$ cat config.mk
export PLATFORM = sky130hd
export DESIGN_NAME = lfs_supervisor
export DESIGN_NICKNAME = d
export VERILOG_FILES = /design/src/rtl/lfs_pkg.sv /design/src/rtl/lfs_deglitch.sv /design/src/rtl/lfs_supervisor.sv
export SDC_FILE = /design/constraint.sdc
export NUM_CORES = 1
export LEC_CHECK = 0
export BUFFER_PORTS_ARGS = -buffer_cell sky130_fd_sc_hd__buf_2
export CORE_MARGIN = 10
export CORE_UTILIZATION = 50
export CTS_CLUSTER_DIAMETER = 30
export CTS_CLUSTER_SIZE = 24
export DETAILED_ROUTE_END_ITERATION = 6
export HOLD_SLACK_MARGIN = 0.02
export PLACE_DENSITY = 0.73
export SKIP_CTS_REPAIR_TIMING = 1
export SLEW_MARGIN = 20
export SYNTH_ARGS = -nofsm -noshare
export SYNTH_HDL_FRONTEND = slang
export SYNTH_SLANG_ARGS = --single-unit
$ cat constraint.sdc
create_clock -name ref_clk -period 4.5 [get_ports ref_clk]
set_clock_uncertainty 0.2 [all_clocks]
set_input_delay 0.9 -clock ref_clk [delete_from_list [all_inputs] [get_ports ref_clk]]
set_output_delay 0.9 -clock ref_clk [all_outputs]
set_load 0.02 [all_outputs]
$ cat src/rtl/lfs_pkg.sv
// Shared constants for the two-channel LED fault supervisor
package lfs_pkg;

  // ----------------------------------------------------------------
  // Clock and timing
  // ----------------------------------------------------------------
  localparam int CLK_PERIOD_NS   = 5;      // 200 MHz reference clock
  localparam int OPEN_DEG_NS     = 20000;  // Open deglitch time
  localparam int SG_DEG_NS       = 20000;  // Short-to-ground deglitch time
  localparam int TSD_DEG_NS      = 10000;  // Thermal deglitch time
  localparam int RECOVERY_NS     = 20000;  // Fault bus recovery delay
  // Least times round up to whole cycles
  localparam int OPEN_DEG_CYC    = (OPEN_DEG_NS + CLK_PERIOD_NS - 1) / CLK_PERIOD_NS;
  localparam int SG_DEG_CYC      = (SG_DEG_NS + CLK_PERIOD_NS - 1) / CLK_PERIOD_NS;
  localparam int TSD_DEG_CYC     = (TSD_DEG_NS + CLK_PERIOD_NS - 1) / CLK_PERIOD_NS;
  localparam int RECOVERY_CYC    = (RECOVERY_NS + CLK_PERIOD_NS - 1) / CLK_PERIOD_NS;
  localparam int CNT_W           = 16;     // Width of every deglitch counter

  // ----------------------------------------------------------------
  // Channels and synchroniser bit positions
  // ----------------------------------------------------------------
  localparam int NUM_CH          = 2;
  localparam int SY_DIAG         = 0;      // Open-detect enable
  localparam int SY_DIM          = 1;      // Dimming inputs, 2 bits
  localparam int SY_HRLO         = 3;      // Headroom below open rising, 2 bits
  localparam int SY_HRHI         = 5;      // Headroom above open falling, 2 bits
  localparam int SY_OUTLO        = 7;      // Direct output below short falling, 2 bits
  localparam int SY_SHLO         = 9;      // Shunt output below short falling, 2 bits
  localparam int SY_SGCLR        = 11;     // Outputs above short rising, 2 bits
  localparam int SY_TOVER        = 13;     // Junction at shutdown temperature
  localparam int SY_TCOOL        = 14;     // Junction below shutdown minus hysteresis
  localparam int SY_BUS          = 15;     // Fault bus level
  localparam int SY_W            = 16;

  // ----------------------------------------------------------------
  // Register map (byte addresses, low address byte decoded)
  // ----------------------------------------------------------------
  localparam logic [7:0] CTRL_OFF    = 8'h00;  // Control register
  localparam logic [7:0] STATUS_OFF  = 8'h04;  // Status register, read only
  localparam int         CTRL_EN_BIT = 0;      // Output enable bit
  localparam logic       CTRL_RESET  = 1'h1;   // Outputs allowed after reset
  localparam int         ST_OPEN     = 0;      // Open faults, 2 bits
  localparam int         ST_SHORT    = 2;      // Short-to-ground faults, 2 bits
  localparam int         ST_THERM    = 4;      // Thermal shutdown active
  localparam int         ST_BUSLOW   = 5;      // Fault bus sensed low
  localparam int         ST_RECOV    = 6;      // Recovery delay elapsed
  localparam int         ST_REG      = 7;      // Channels regulating, 2 bits

endpackage

$ cat src/rtl/lfs_deglitch.sv
// Deglitch / delay counter: expires after arm held for COUNT cycles
module lfs_deglitch #(
  parameter int unsigned COUNT = lfs_pkg::OPEN_DEG_CYC,
  parameter int          CW    = lfs_pkg::CNT_W
) (
  // Clock and reset
  input  wire logic ref_clk,
  input  wire logic rst,
  // Condition
  input  wire logic arm,
  input  wire logic kill,
  // Result
  output logic      expired
);
  import lfs_pkg::*;

  // ----------------------------------------------------------------
  // State
  // ----------------------------------------------------------------
  typedef struct packed {
    logic [CW-1:0] cnt;                 // Cycles the condition has held
  } lfs_dg_state_t;

  localparam logic [CW-1:0] LIMIT = CW'(COUNT);

  lfs_dg_state_t st_reg;                // Registered state
  lfs_dg_state_t st_next;               // Next state

  // Refuse counts that the counter cannot hold
  if (COUNT < 1 || COUNT >= (64'd1 << CW))
  begin : g_bad_count
    $error("lfs_deglitch: COUNT out of range");
  end

  // ----------------------------------------------------------------
  // Counter
  // ----------------------------------------------------------------
  // Kill wins; between thresholds the count holds, giving hysteresis
  always_comb
  begin
    st_next = st_reg;
    if (kill)
    begin
      st_next.cnt = '0;
    end
    else if (arm && st_reg.cnt != LIMIT)
    begin
      st_next.cnt = st_reg.cnt + 1'b1;
    end
  end

  // Registered copy
  always_ff @(posedge ref_clk)
  begin
    if (rst)
    begin
      st_reg <= '0;
    end
    else
    begin
      st_reg <= st_next;
    end
  end

  assign expired = (st_reg.cnt == LIMIT);

endmodule

$ cat src/rtl/lfs_supervisor.sv
// Fault supervisor for a two-channel LED driver with a shared fault bus
// Functional notes
// - Open check needs detect enable and dimming high
// - Short-to-battery handled as open fault
// - Open fault after low headroom for deglitch
// - Headroom above falling threshold resets open timer
// - Open fault pulls fault bus low
// - Failed channel off, retry while detect enabled
// - Fault gone: regulate again, release bus
// - Detect enable input gates open detection
// - Short and thermal checks ignore detect enable
// - Thermal shutdown with hysteresis turns all off
// - Bus held low during thermal shutdown
// - Bus weakly high, strongly low on fault
// - External bus low turns outputs off
// - Outputs stay off until bus high again
// - Bus low with fault: retry, recover after delay
// - Bus low without fault: all channels off
// - Short on either output, deglitched, then retry
// - Dimming low disables regulation current and diagnostics, not retry current
// - Short cleared when outputs rise above threshold
module lfs_supervisor #(
  parameter int OPEN_DEG_CYC = lfs_pkg::OPEN_DEG_CYC,
  parameter int SG_DEG_CYC   = lfs_pkg::SG_DEG_CYC,
  parameter int TSD_DEG_CYC  = lfs_pkg::TSD_DEG_CYC,
  parameter int RECOV_CYC    = lfs_pkg::RECOVERY_CYC
) (
  // Clock and reset
  input  wire logic                       ref_clk,
  input  wire logic                       rst,
  // Control pins
  input  wire logic                       open_detect_enable,
  input  wire logic [lfs_pkg::NUM_CH-1:0] channel_dim_input,
  // Comparator results per channel
  input  wire logic [lfs_pkg::NUM_CH-1:0] headroom_below_open_rise,
  input  wire logic [lfs_pkg::NUM_CH-1:0] headroom_above_open_fall,
  input  wire logic [lfs_pkg::NUM_CH-1:0] direct_below_short_fall,
  input  wire logic [lfs_pkg::NUM_CH-1:0] shunt_below_short_fall,
  input  wire logic [lfs_pkg::NUM_CH-1:0] outputs_above_short_rise,
  // Temperature comparators
  input  wire logic                       temp_at_shutdown,
  input  wire logic                       temp_below_hysteresis,
  // Open-drain fault bus
  input  wire logic                       fault_bus_i,
  output logic                            fault_bus_o,
  output logic                            fault_bus_oe_n,
  // Channel drive
  output logic [lfs_pkg::NUM_CH-1:0]      channel_regulate_en,
  output logic [lfs_pkg::NUM_CH-1:0]      channel_retry_en,
  // AHB-Lite slave
  input  wire logic                       hsel,
  input  wire logic [31:0]                haddr,
  input  wire logic [1:0]                 htrans,
  input  wire logic                       hwrite,
  input  wire logic [2:0]                 hsize,
  input  wire logic [31:0]                hwdata,
  input  wire logic                       hready,
  output logic                            hreadyout,
  output logic [31:0]                     hrdata,
  output logic                            hresp
);
  import lfs_pkg::*;

  // ----------------------------------------------------------------
  // State
  // ----------------------------------------------------------------
  typedef struct packed {
    logic [SY_W-1:0]   sync1;     // First synchroniser stage
    logic [SY_W-1:0]   sync2;     // Second synchroniser stage
    logic              ctrl_en;   // Software output enable
    logic [NUM_CH-1:0] open_flt;  // Latched open / short-to-battery faults
    logic [NUM_CH-1:0] short_flt; // Latched short-to-ground faults
    logic              therm;     // Thermal shutdown active
    logic              wr_pend;   // Write data phase pending
    logic [7:0]        addr;      // Address of pending write
    logic [31:0]       rdata;     // Read data for the data phase
  } lfs_state_t;

  lfs_state_t        st_reg;      // Registered state
  lfs_state_t        st_next;     // Next state
  logic [SY_W-1:0]   pins_raw;    // Asynchronous inputs gathered
  logic              diag_s;      // Synchronised levels
  logic [NUM_CH-1:0] dim_s;
  logic [NUM_CH-1:0] hr_lo_s;
  logic [NUM_CH-1:0] hr_hi_s;
  logic [NUM_CH-1:0] out_lo_s;
  logic [NUM_CH-1:0] sh_lo_s;
  logic [NUM_CH-1:0] sg_clr_s;
  logic              t_over_s;
  logic              t_cool_s;
  logic              bus_s;
  logic [NUM_CH-1:0] open_exp;    // Open deglitch expired
  logic [NUM_CH-1:0] short_exp;   // Short deglitch expired
  logic              therm_exp;   // Thermal deglitch expired
  logic              recovered;   // Bus high for the recovery delay
  logic [NUM_CH-1:0] drive_on;    // Channel regulating
  logic [NUM_CH-1:0] retry_on;    // Channel sourcing retry current
  logic              own_fault;   // Any local fault
  logic              addr_ok;     // AHB address phase accepted

  // Refuse recovery delays the cover and check window cannot serve
  if (RECOV_CYC < 2)
  begin : g_bad_recov
    $error("lfs_supervisor: RECOV_CYC must be at least 2");
  end

  // ----------------------------------------------------------------
  // Input synchronisation
  // ----------------------------------------------------------------
  // Every pin except reset and the AHB-Lite bus passes two flops before any logic looks at it
  assign pins_raw = {fault_bus_i, temp_below_hysteresis, temp_at_shutdown,
                     outputs_above_short_rise, shunt_below_short_fall,
                     direct_below_short_fall, headroom_above_open_fall,
                     headroom_below_open_rise, channel_dim_input,
                     open_detect_enable};
  assign diag_s   = st_reg.sync2[SY_DIAG];
  assign dim_s    = st_reg.sync2[SY_DIM +: NUM_CH];
  assign hr_lo_s  = st_reg.sync2[SY_HRLO +: NUM_CH];
  assign hr_hi_s  = st_reg.sync2[SY_HRHI +: NUM_CH];
  assign out_lo_s = st_reg.sync2[SY_OUTLO +: NUM_CH];
  assign sh_lo_s  = st_reg.sync2[SY_SHLO +: NUM_CH];
  assign sg_clr_s = st_reg.sync2[SY_SGCLR +: NUM_CH];
  assign t_over_s = st_reg.sync2[SY_TOVER];
  assign t_cool_s = st_reg.sync2[SY_TCOOL];
  assign bus_s    = st_reg.sync2[SY_BUS];

  // ----------------------------------------------------------------
  // Channel drive
  // ----------------------------------------------------------------
  // Regulation needs dimming, no local fault, no thermal shutdown and a
  // fault bus that has stood high for the recovery delay
  always_comb
  begin
    for (int c = 0; c < NUM_CH; c++)
    begin
      drive_on[c] = dim_s[c] & ~st_reg.open_flt[c] & ~st_reg.short_flt[c]
                    & ~st_reg.therm & recovered & st_reg.ctrl_en;
      retry_on[c] = ~st_reg.therm
                    & ((st_reg.open_flt[c] & diag_s) | st_reg.short_flt[c]);
    end
  end

  assign own_fault           = (|st_reg.open_flt) | (|st_reg.short_flt) | st_reg.therm;
  assign channel_regulate_en = drive_on;
  assign channel_retry_en    = retry_on;
  // Only ever pulls low; the weak pull-up is analog and outside this logic
  assign fault_bus_o         = 1'b0;
  assign fault_bus_oe_n      = ~own_fault;

  // ----------------------------------------------------------------
  // Deglitch counters
  // ----------------------------------------------------------------
  for (genvar g = 0; g < NUM_CH; g++)
  begin : g_ch
    // Open check: headroom low; short-to-battery shows the same way
    lfs_deglitch #(
      .COUNT (OPEN_DEG_CYC),
      .CW    (CNT_W)
    ) u_open (
      .ref_clk (ref_clk),
      .rst     (rst),
      .arm     (diag_s & drive_on[g] & hr_lo_s[g]),
      .kill    (~(diag_s & drive_on[g]) | hr_hi_s[g]),
      .expired (open_exp[g])
    );
    // Short check: either output low, independent of detect enable
    lfs_deglitch #(
      .COUNT (SG_DEG_CYC),
      .CW    (CNT_W)
    ) u_short (
      .ref_clk (ref_clk),
      .rst     (rst),
      .arm     (drive_on[g] & (out_lo_s[g] | sh_lo_s[g])),
      .kill    (~drive_on[g] | sg_clr_s[g]),
      .expired (short_exp[g])
    );
  end

  // Thermal deglitch; restarts whenever the junction drops back
  lfs_deglitch #(
    .COUNT (TSD_DEG_CYC),
    .CW    (CNT_W)
  ) u_therm (
    .ref_clk (ref_clk),
    .rst     (rst),
    .arm     (t_over_s),
    .kill    (~t_over_s),
    .expired (therm_exp)
  );

  // Bus recovery delay; any low sample on the bus restarts it
  lfs_deglitch #(
    .COUNT (RECOV_CYC),
    .CW    (CNT_W)
  ) u_recov (
    .ref_clk (ref_clk),
    .rst     (rst),
    .arm     (bus_s),
    .kill    (~bus_s),
    .expired (recovered)
  );

  // ----------------------------------------------------------------
  // Register read decode
  // ----------------------------------------------------------------
  function automatic logic [31:0] lfs_read(input logic [7:0] a, input lfs_state_t s,
                                           input logic bl, input logic rc,
                                           input logic [NUM_CH-1:0] rg);
    logic [31:0] v;
    v = 32'h0000_0000;
    if (a == CTRL_OFF)
    begin
      v[CTRL_EN_BIT] = s.ctrl_en;
    end
    else if (a == STATUS_OFF)
    begin
      v[ST_OPEN +: NUM_CH]  = s.open_flt;
      v[ST_SHORT +: NUM_CH] = s.short_flt;
      v[ST_THERM]           = s.therm;
      v[ST_BUSLOW]          = bl;
      v[ST_RECOV]           = rc;
      v[ST_REG +: NUM_CH]   = rg;
    end
    return v;
  endfunction

  // ----------------------------------------------------------------
  // Next state
  // ----------------------------------------------------------------
  assign addr_ok = hsel & htrans[1] & hready;

  always_comb
  begin
    st_next       = st_reg;
    st_next.sync1 = pins_raw;
    st_next.sync2 = st_reg.sync1;
    for (int c = 0; c < NUM_CH; c++)
    begin
      // Fault latches; a count left over once the check stops is ignored
      if (open_exp[c] && diag_s && drive_on[c])
      begin
        st_next.open_flt[c] = 1'b1;
      end
      else if (!diag_s || hr_hi_s[c])
      begin
        st_next.open_flt[c] = 1'b0;
      end
      if (short_exp[c] && drive_on[c])
      begin
        st_next.short_flt[c] = 1'b1;
      end
      else if (sg_clr_s[c])
      begin
        st_next.short_flt[c] = 1'b0;
      end
    end
    // Thermal shutdown holds until below the hysteresis point
    if (therm_exp)
    begin
      st_next.therm = 1'b1;
    end
    else if (t_cool_s)
    begin
      st_next.therm = 1'b0;
    end
    // Bus: capture address phase, complete write in data phase
    st_next.wr_pend = addr_ok & hwrite;
    st_next.addr    = haddr[7:0];
    if (addr_ok && !hwrite)
    begin
      st_next.rdata = lfs_read(haddr[7:0], st_reg, ~bus_s, recovered, drive_on);
    end
    if (st_reg.wr_pend && st_reg.addr == CTRL_OFF)
    begin
      st_next.ctrl_en = hwdata[CTRL_EN_BIT];
    end
  end

  // ----------------------------------------------------------------
  // State register
  // ----------------------------------------------------------------
  always_ff @(posedge ref_clk)
  begin
    if (rst)
    begin
      st_reg         <= '0;
      st_reg.ctrl_en <= CTRL_RESET;
    end
    else
    begin
      st_reg <= st_next;
    end
  end

  // Zero wait state, always OKAY
  assign hreadyout = 1'b1;
  assign hresp     = 1'b0;
  assign hrdata    = st_reg.rdata;
endmodule

==> impl_metrics.ini, run 1 <==
[final_layout]
fillers = 1163
register_area_um2 = 3040
diodes = 0
final_nets = 882
multi_input_area_um2 = 3320
area_growth_pct = 10.9
drive_gt1_frac = 0.112

[place]
numPortBuffers = 44
dp_hpwl_um = 9650
gp_congestion = 0.888
place_ws_ns = 1.47

[critical_path]
r2r-end = g_ch[1].u_open.st_reg[10]
reg2regPathDepth = 7
critical_path_class = flop to output pin
r2r_start = u_recov.st_reg[0]
crit_arrival_ns = 2.35
ff2ff_setup_slack_ns = 1.78
worst_setup_path_end_kind = output pin
start_kind = flop
crit_required_ns = 3.40
path_max_fanout = 27

[timing]
maxSlewHeadroom = 0.514
fin_hold_ws_ns = 0.236
setup_tns_ns = 0
rsz0062_at_grt = no
hold_viol = 0
worst_pin_slew_ns = 0.719
setup_violations = 0
setup_ws_ns = 1.05
period_share = 0.768
period_minus_slack_ns = 3.45
slew_viol_final = 0
clock.fmax_mhz = 290

[yosys]
synthFlopType = dfxtp_1
syn_area_per_cell_um2 = 8.98
synth_seq_cells = 152
postSynthCellCount = 751
synthDistinctLibCells = 48
ys_warn_count = 0
synth_top_area_cell = dfxtp_1
synth_commonest_cells = dfxtp_1, nor2_1, nor2b_1
yosysSeqAreaShare = 0.451
yosysMostFrequentCell = dfxtp_1
synth_top_area_share = 0.451
synth-async-reset-ratio = 0
synth-edff-count = 0
synth_area_leaders = dfxtp_1, nor2_1, xor2_1, xnor2_1, nor2b_1
synthesis.area_um2 = 6740

[power_and_ir_drop]
ir_drop_mv = 0.275
power_density_nw_per_um2 = 367
leakagePower_uw = 0.00262

[global_routing]
antenna_found_initial = 0
grt_max_degree = 44
grt.total_usage = 0.145
grt_pass1_vias = 4953
grt_pass1_wl_um = 22400
gr-total-overflow = 0

[floorplan]
initial_utilization = 0.509
rows = 42
io_pins = 130
die_h_um = 136
core-area_um2 = 13200
dieWidth_um = 136
dieArea_um2 = 18500

[worst_hold_path]
min_to = out_lo_s[0]
worstHoldStart = st_next[54]
hold_depth = 1
hp-class = flop to flop

[route]
avgViaCountPerCell = 5.26
vias = 5093
first_pass_iters = 5
drt.antenna.violating_nets = 0
routedWlPerCell_um = 13.8
dr.first_iter.drc_count = 250
routed_wl_um = 13400
drc = 0

[flow_run]
max_cap_viol_count = 0

[clock_tree]
cts_root_buf = clkbuf_16
clk_pin_slew_ns = 0.06
clock_sink_count = 152
clk_latency_ns = 0.41
h-tree-depth = 4
cts_tree = built
clockBufferDepth = 2
cts_buffers = 17

[outcome]
status = completed
-- worst max-delay path by stage --
stage	start	endpoint	slack (ns)	cells past startpoint
finish	u_recov.st_reg[0]	channel_regulate_en[1]	1.05	8
global route	u_recov.st_reg[0]	channel_regulate_en[1]	0.86	8
detailed placement	u_recov.st_reg[0]	channel_regulate_en[1]	1.47	8
floorplan	u_recov.st_reg[0]	channel_regulate_en[0]	1.96	7
CTS	u_recov.st_reg[0]	channel_regulate_en[1]	1.02	8
global placement	u_recov.st_reg[0]	channel_regulate_en[1]	1.54	8
-- cells in the final DEF (no fill, tap or decap), drive strengths merged, types with 26 or more instances in the layout --
master,count
buf,47
conb,26
dfxtp,152
nand2,33
nand3,38
nand4,28
nor2,103
nor2b,46
xnor2,35
xor2,39
-- per-stage QoR --
step / power [µW] / instances / cell area (µm²) / util
finish: 2740 / 969 / 7480 / 0.565
global route: 2850 / 969 / 7480 / 0.565
CTS: 2770 / 969 / 7480 / 0.565
detailed placement: 1470 / 937 / 6920 / 0.523
global placement: 1470 / 937 / 6920 / 0.523
floorplan: 1470 / 775 / 6830 / -
-- power breakdown --
| part | switching (µW) | internal, µW |
|---|---|---|
| Sequential | 6.77 | 1360 |
| Clock | 536 | 762 |
| Combinational | 47.6 | 24.5 |
-- final cells by class --
| class | count | area share |
|---|---|---|
| Tap cell | 176 | 0.0295 |
| Clock inverter | 10 | 0.00954 |
| Multi-Input combinational cell | 537 | 0.444 |
| Inverter | 25 | 0.0126 |
| Timing Repair Buffer | 47 | 0.0325 |
| Sequential cell | 152 | 0.407 |
| Clock buffer | 22 | 0.0648 |
-- critical path: stages (launching register included) --
cell and delay, ns:
dfxtp_1 0.34, inv_1 0.11, ha_1 0.16, nor3b_2 0.27, and4_1 0.31, buf_4 0.31, nand2_1 0.17, inv_1 0.11
buf_2 0.17
-- routing by layer --
| metal | routed length (µm) | global-route usage |
|---|---|---|
| met1 | 6240 | 0.186 |
| met2 | 6130 | 0.228 |
| met5 | 0 | 0 |
| met3 | 833 | 0.0373 |
| met4 | 199 | 0.0592 |
-- logic make-up after synthesis --
logic type,Yosys count,synth area share
AND/OR/NAND/NOR,365,0.301
flip-flops,152,0.451
buffers and inverters,86,0.0694
XOR/XNOR,74,0.0961
AO/OA/AOI/OAI,53,0.0481
adder cells (fa/ha/maj),12,0.0223
multiplexers,7,0.0106
other,2,0.00111
Note: power is estimated with default switching activity, not from simulation.
==> run 2: changes to the inputs <==
Settings changed: PLACE_DENSITY 0.73 to 0.76.
Clock period 4.5 ns to 2.89 ns, I/O delays scaled along.
==> run 2 against run 1 <==
Clock power grew 65%. Combinational power grew 61%. Sequential share of layout area shrank 0.69 points. Routed wire length shrank 2.5%. First-iteration DRC count grew 32%. Setup slack lost 0.93 ns. Clock-buffer cell count shrank 1. Worst hold slack lost 0.075 ns. Register-to-register slack lost 1.4 ns. Cell count grew 1.0%.
==> impl_metrics.ini, run 2 (synthesized netlist as in run 1, its figures left out) <==
[outcome]
status = completed

[route]
wirelength_met1_um = 6280
dr.first_iter.drc_count = 330
first_pass_iters = 5
drc = 0
top_layer = met4
routed_wl_um = 13100
drt.antenna.violating_nets = 0
avgViaCountPerCell = 5.15
routedWlPerCell_um = 13.3
vias = 5039
route.met3.wl_um = 627
wl_met2_um = 6010

[place]
dp_hpwl_um = 9020
gp_congestion = 0.825
place_inst = 943
numPortBuffers = 44

[power_and_ir_drop]
ir_drop_mv = 0.449
power_density_nw_per_um2 = 579
leakagePower_uw = 0.00269

[global_routing]
gr-total-overflow = 0
grt.total_usage = 0.142
antenna_found_initial = 0
grt_pass1_vias = 4727
grt_max_degree = 60
grt_pass1_wl_um = 21800

[final_layout]
final_cell_mix = dfxtp_1, nor2_1, nor2b_1, buf_2, xor2_1
area_growth_pct = 12.8
layout_commonest_cell = dfxtp_1
post-route-util = 0.574
diodes = 0
instances_no_fill = 979
drive_gt1_frac = 0.125
final_nets = 892

[worst_hold_path]
hp-class = primary input to flop

[timing]
fin_hold_ws_ns = 0.161
period_minus_slack_ns = 2.77
rsz0062_at_grt = no
period_share = 0.960
setup_tns_ns = 0
worst_pin_slew_ns = 0.676
setup_violations = 0
hold_viol = 0
maxSlewHeadroom = 0.543
clock.fmax_mhz = 360
slew_viol_final = 0

[floorplan]
core-area_um2 = 13200
initial_utilization = 0.509
io_pins = 130
die_h_um = 136
dieArea_um2 = 18500
rows = 42
dieWidth_um = 136

[critical_path]
crit_arrival_ns = 2.00
critical_path_class = flop to output pin
ff2ff_setup_slack_ns = 0.36
reg2regPathDepth = 7
crit_required_ns = 2.11
r2r-end = g_ch[1].u_short.st_reg[14]
path_max_fanout = 5
start_kind = flop
r2r_start = u_recov.st_reg[4]
startpoint = u_recov.st_reg[4]
worst_setup_path_end_kind = output pin
critPathCapture = channel_regulate_en[1]

[clock_tree]
clock_sink_count = 152
clockBufferDepth = 2
clk_pin_slew_ns = 0.06
cts_buffers = 17
cts_root_buf = clkbuf_16
cts_tree = built
h-tree-depth = 4
clk_latency_ns = 0.42

[flow_run]
max_cap_viol_count = 0
==> run 2: worst min-delay path by stage <==
stage	startpoint	to	slack [ns]	cells past startpoint
floorplan	st_next[62]	bus_s	0.21	1
global placement	st_next[60]	st_reg[60]	0.22	1
detailed placement	st_next[50]	hr_lo_s[0]	0.22	1
CTS	open_detect_enable	st_next[47]	0.15	2
global route	temp_below_hysteresis	st_next[61]	0.15	2
finish	headroom_below_open_rise[0]	st_next[50]	0.16	2
==> run 2: power breakdown <==
group / leakage (µW) / internal (µW) / total (µW) / switching (µW)
registers: 0.00123 / 2120 / 2130 / 10.9
clock network: 0.000287 / 1310 / 2150 / 834
logic: 0.00117 / 41.6 / 116 / 74.6
total: 0.00269 / 3480 / 4400 / 920
==> run 2: routing by layer <==
layer,track usage,vias to the layer above
met3,0.0432,12
met2,0.218,105
met4,0.0574,0
li1,-,2598
met1,0.183,2324
met5,0,-
==> run 2: critical path: stages, from the launching register on <==
cell,delay [ns]
dfxtp_1,0.37
nor4b_4,0.44
and4_4,0.36
nand2_1,0.11
inv_1,0.12
buf_2,0.17
==> run 2: area by class of cell <==
class / instances / area (µm²)
clock inverter: 11 / 123
tap: 176 / 220
clock buffer: 21 / 460
inverter: 25 / 93.8
timing repair buffer: 56 / 325
sequential: 152 / 3040
multi-input combinational: 538 / 3340
fill: 1218 / 5640
==> run 2: per-stage QoR <==
stage | cell area [µm²] | power [µW] | worst slack (ns)
4_1_cts | 7560 | 4440 | -0.146
6_report | 7600 | 4400 | 0.115
3_5_place_dp | 6980 | 2290 | 0.257
2_1_floorplan | 6830 | 2280 | 0.675
3_3_place_gp | 6980 | 2290 | 0.301
5_1_grt | 7600 | 4560 | 0.0140
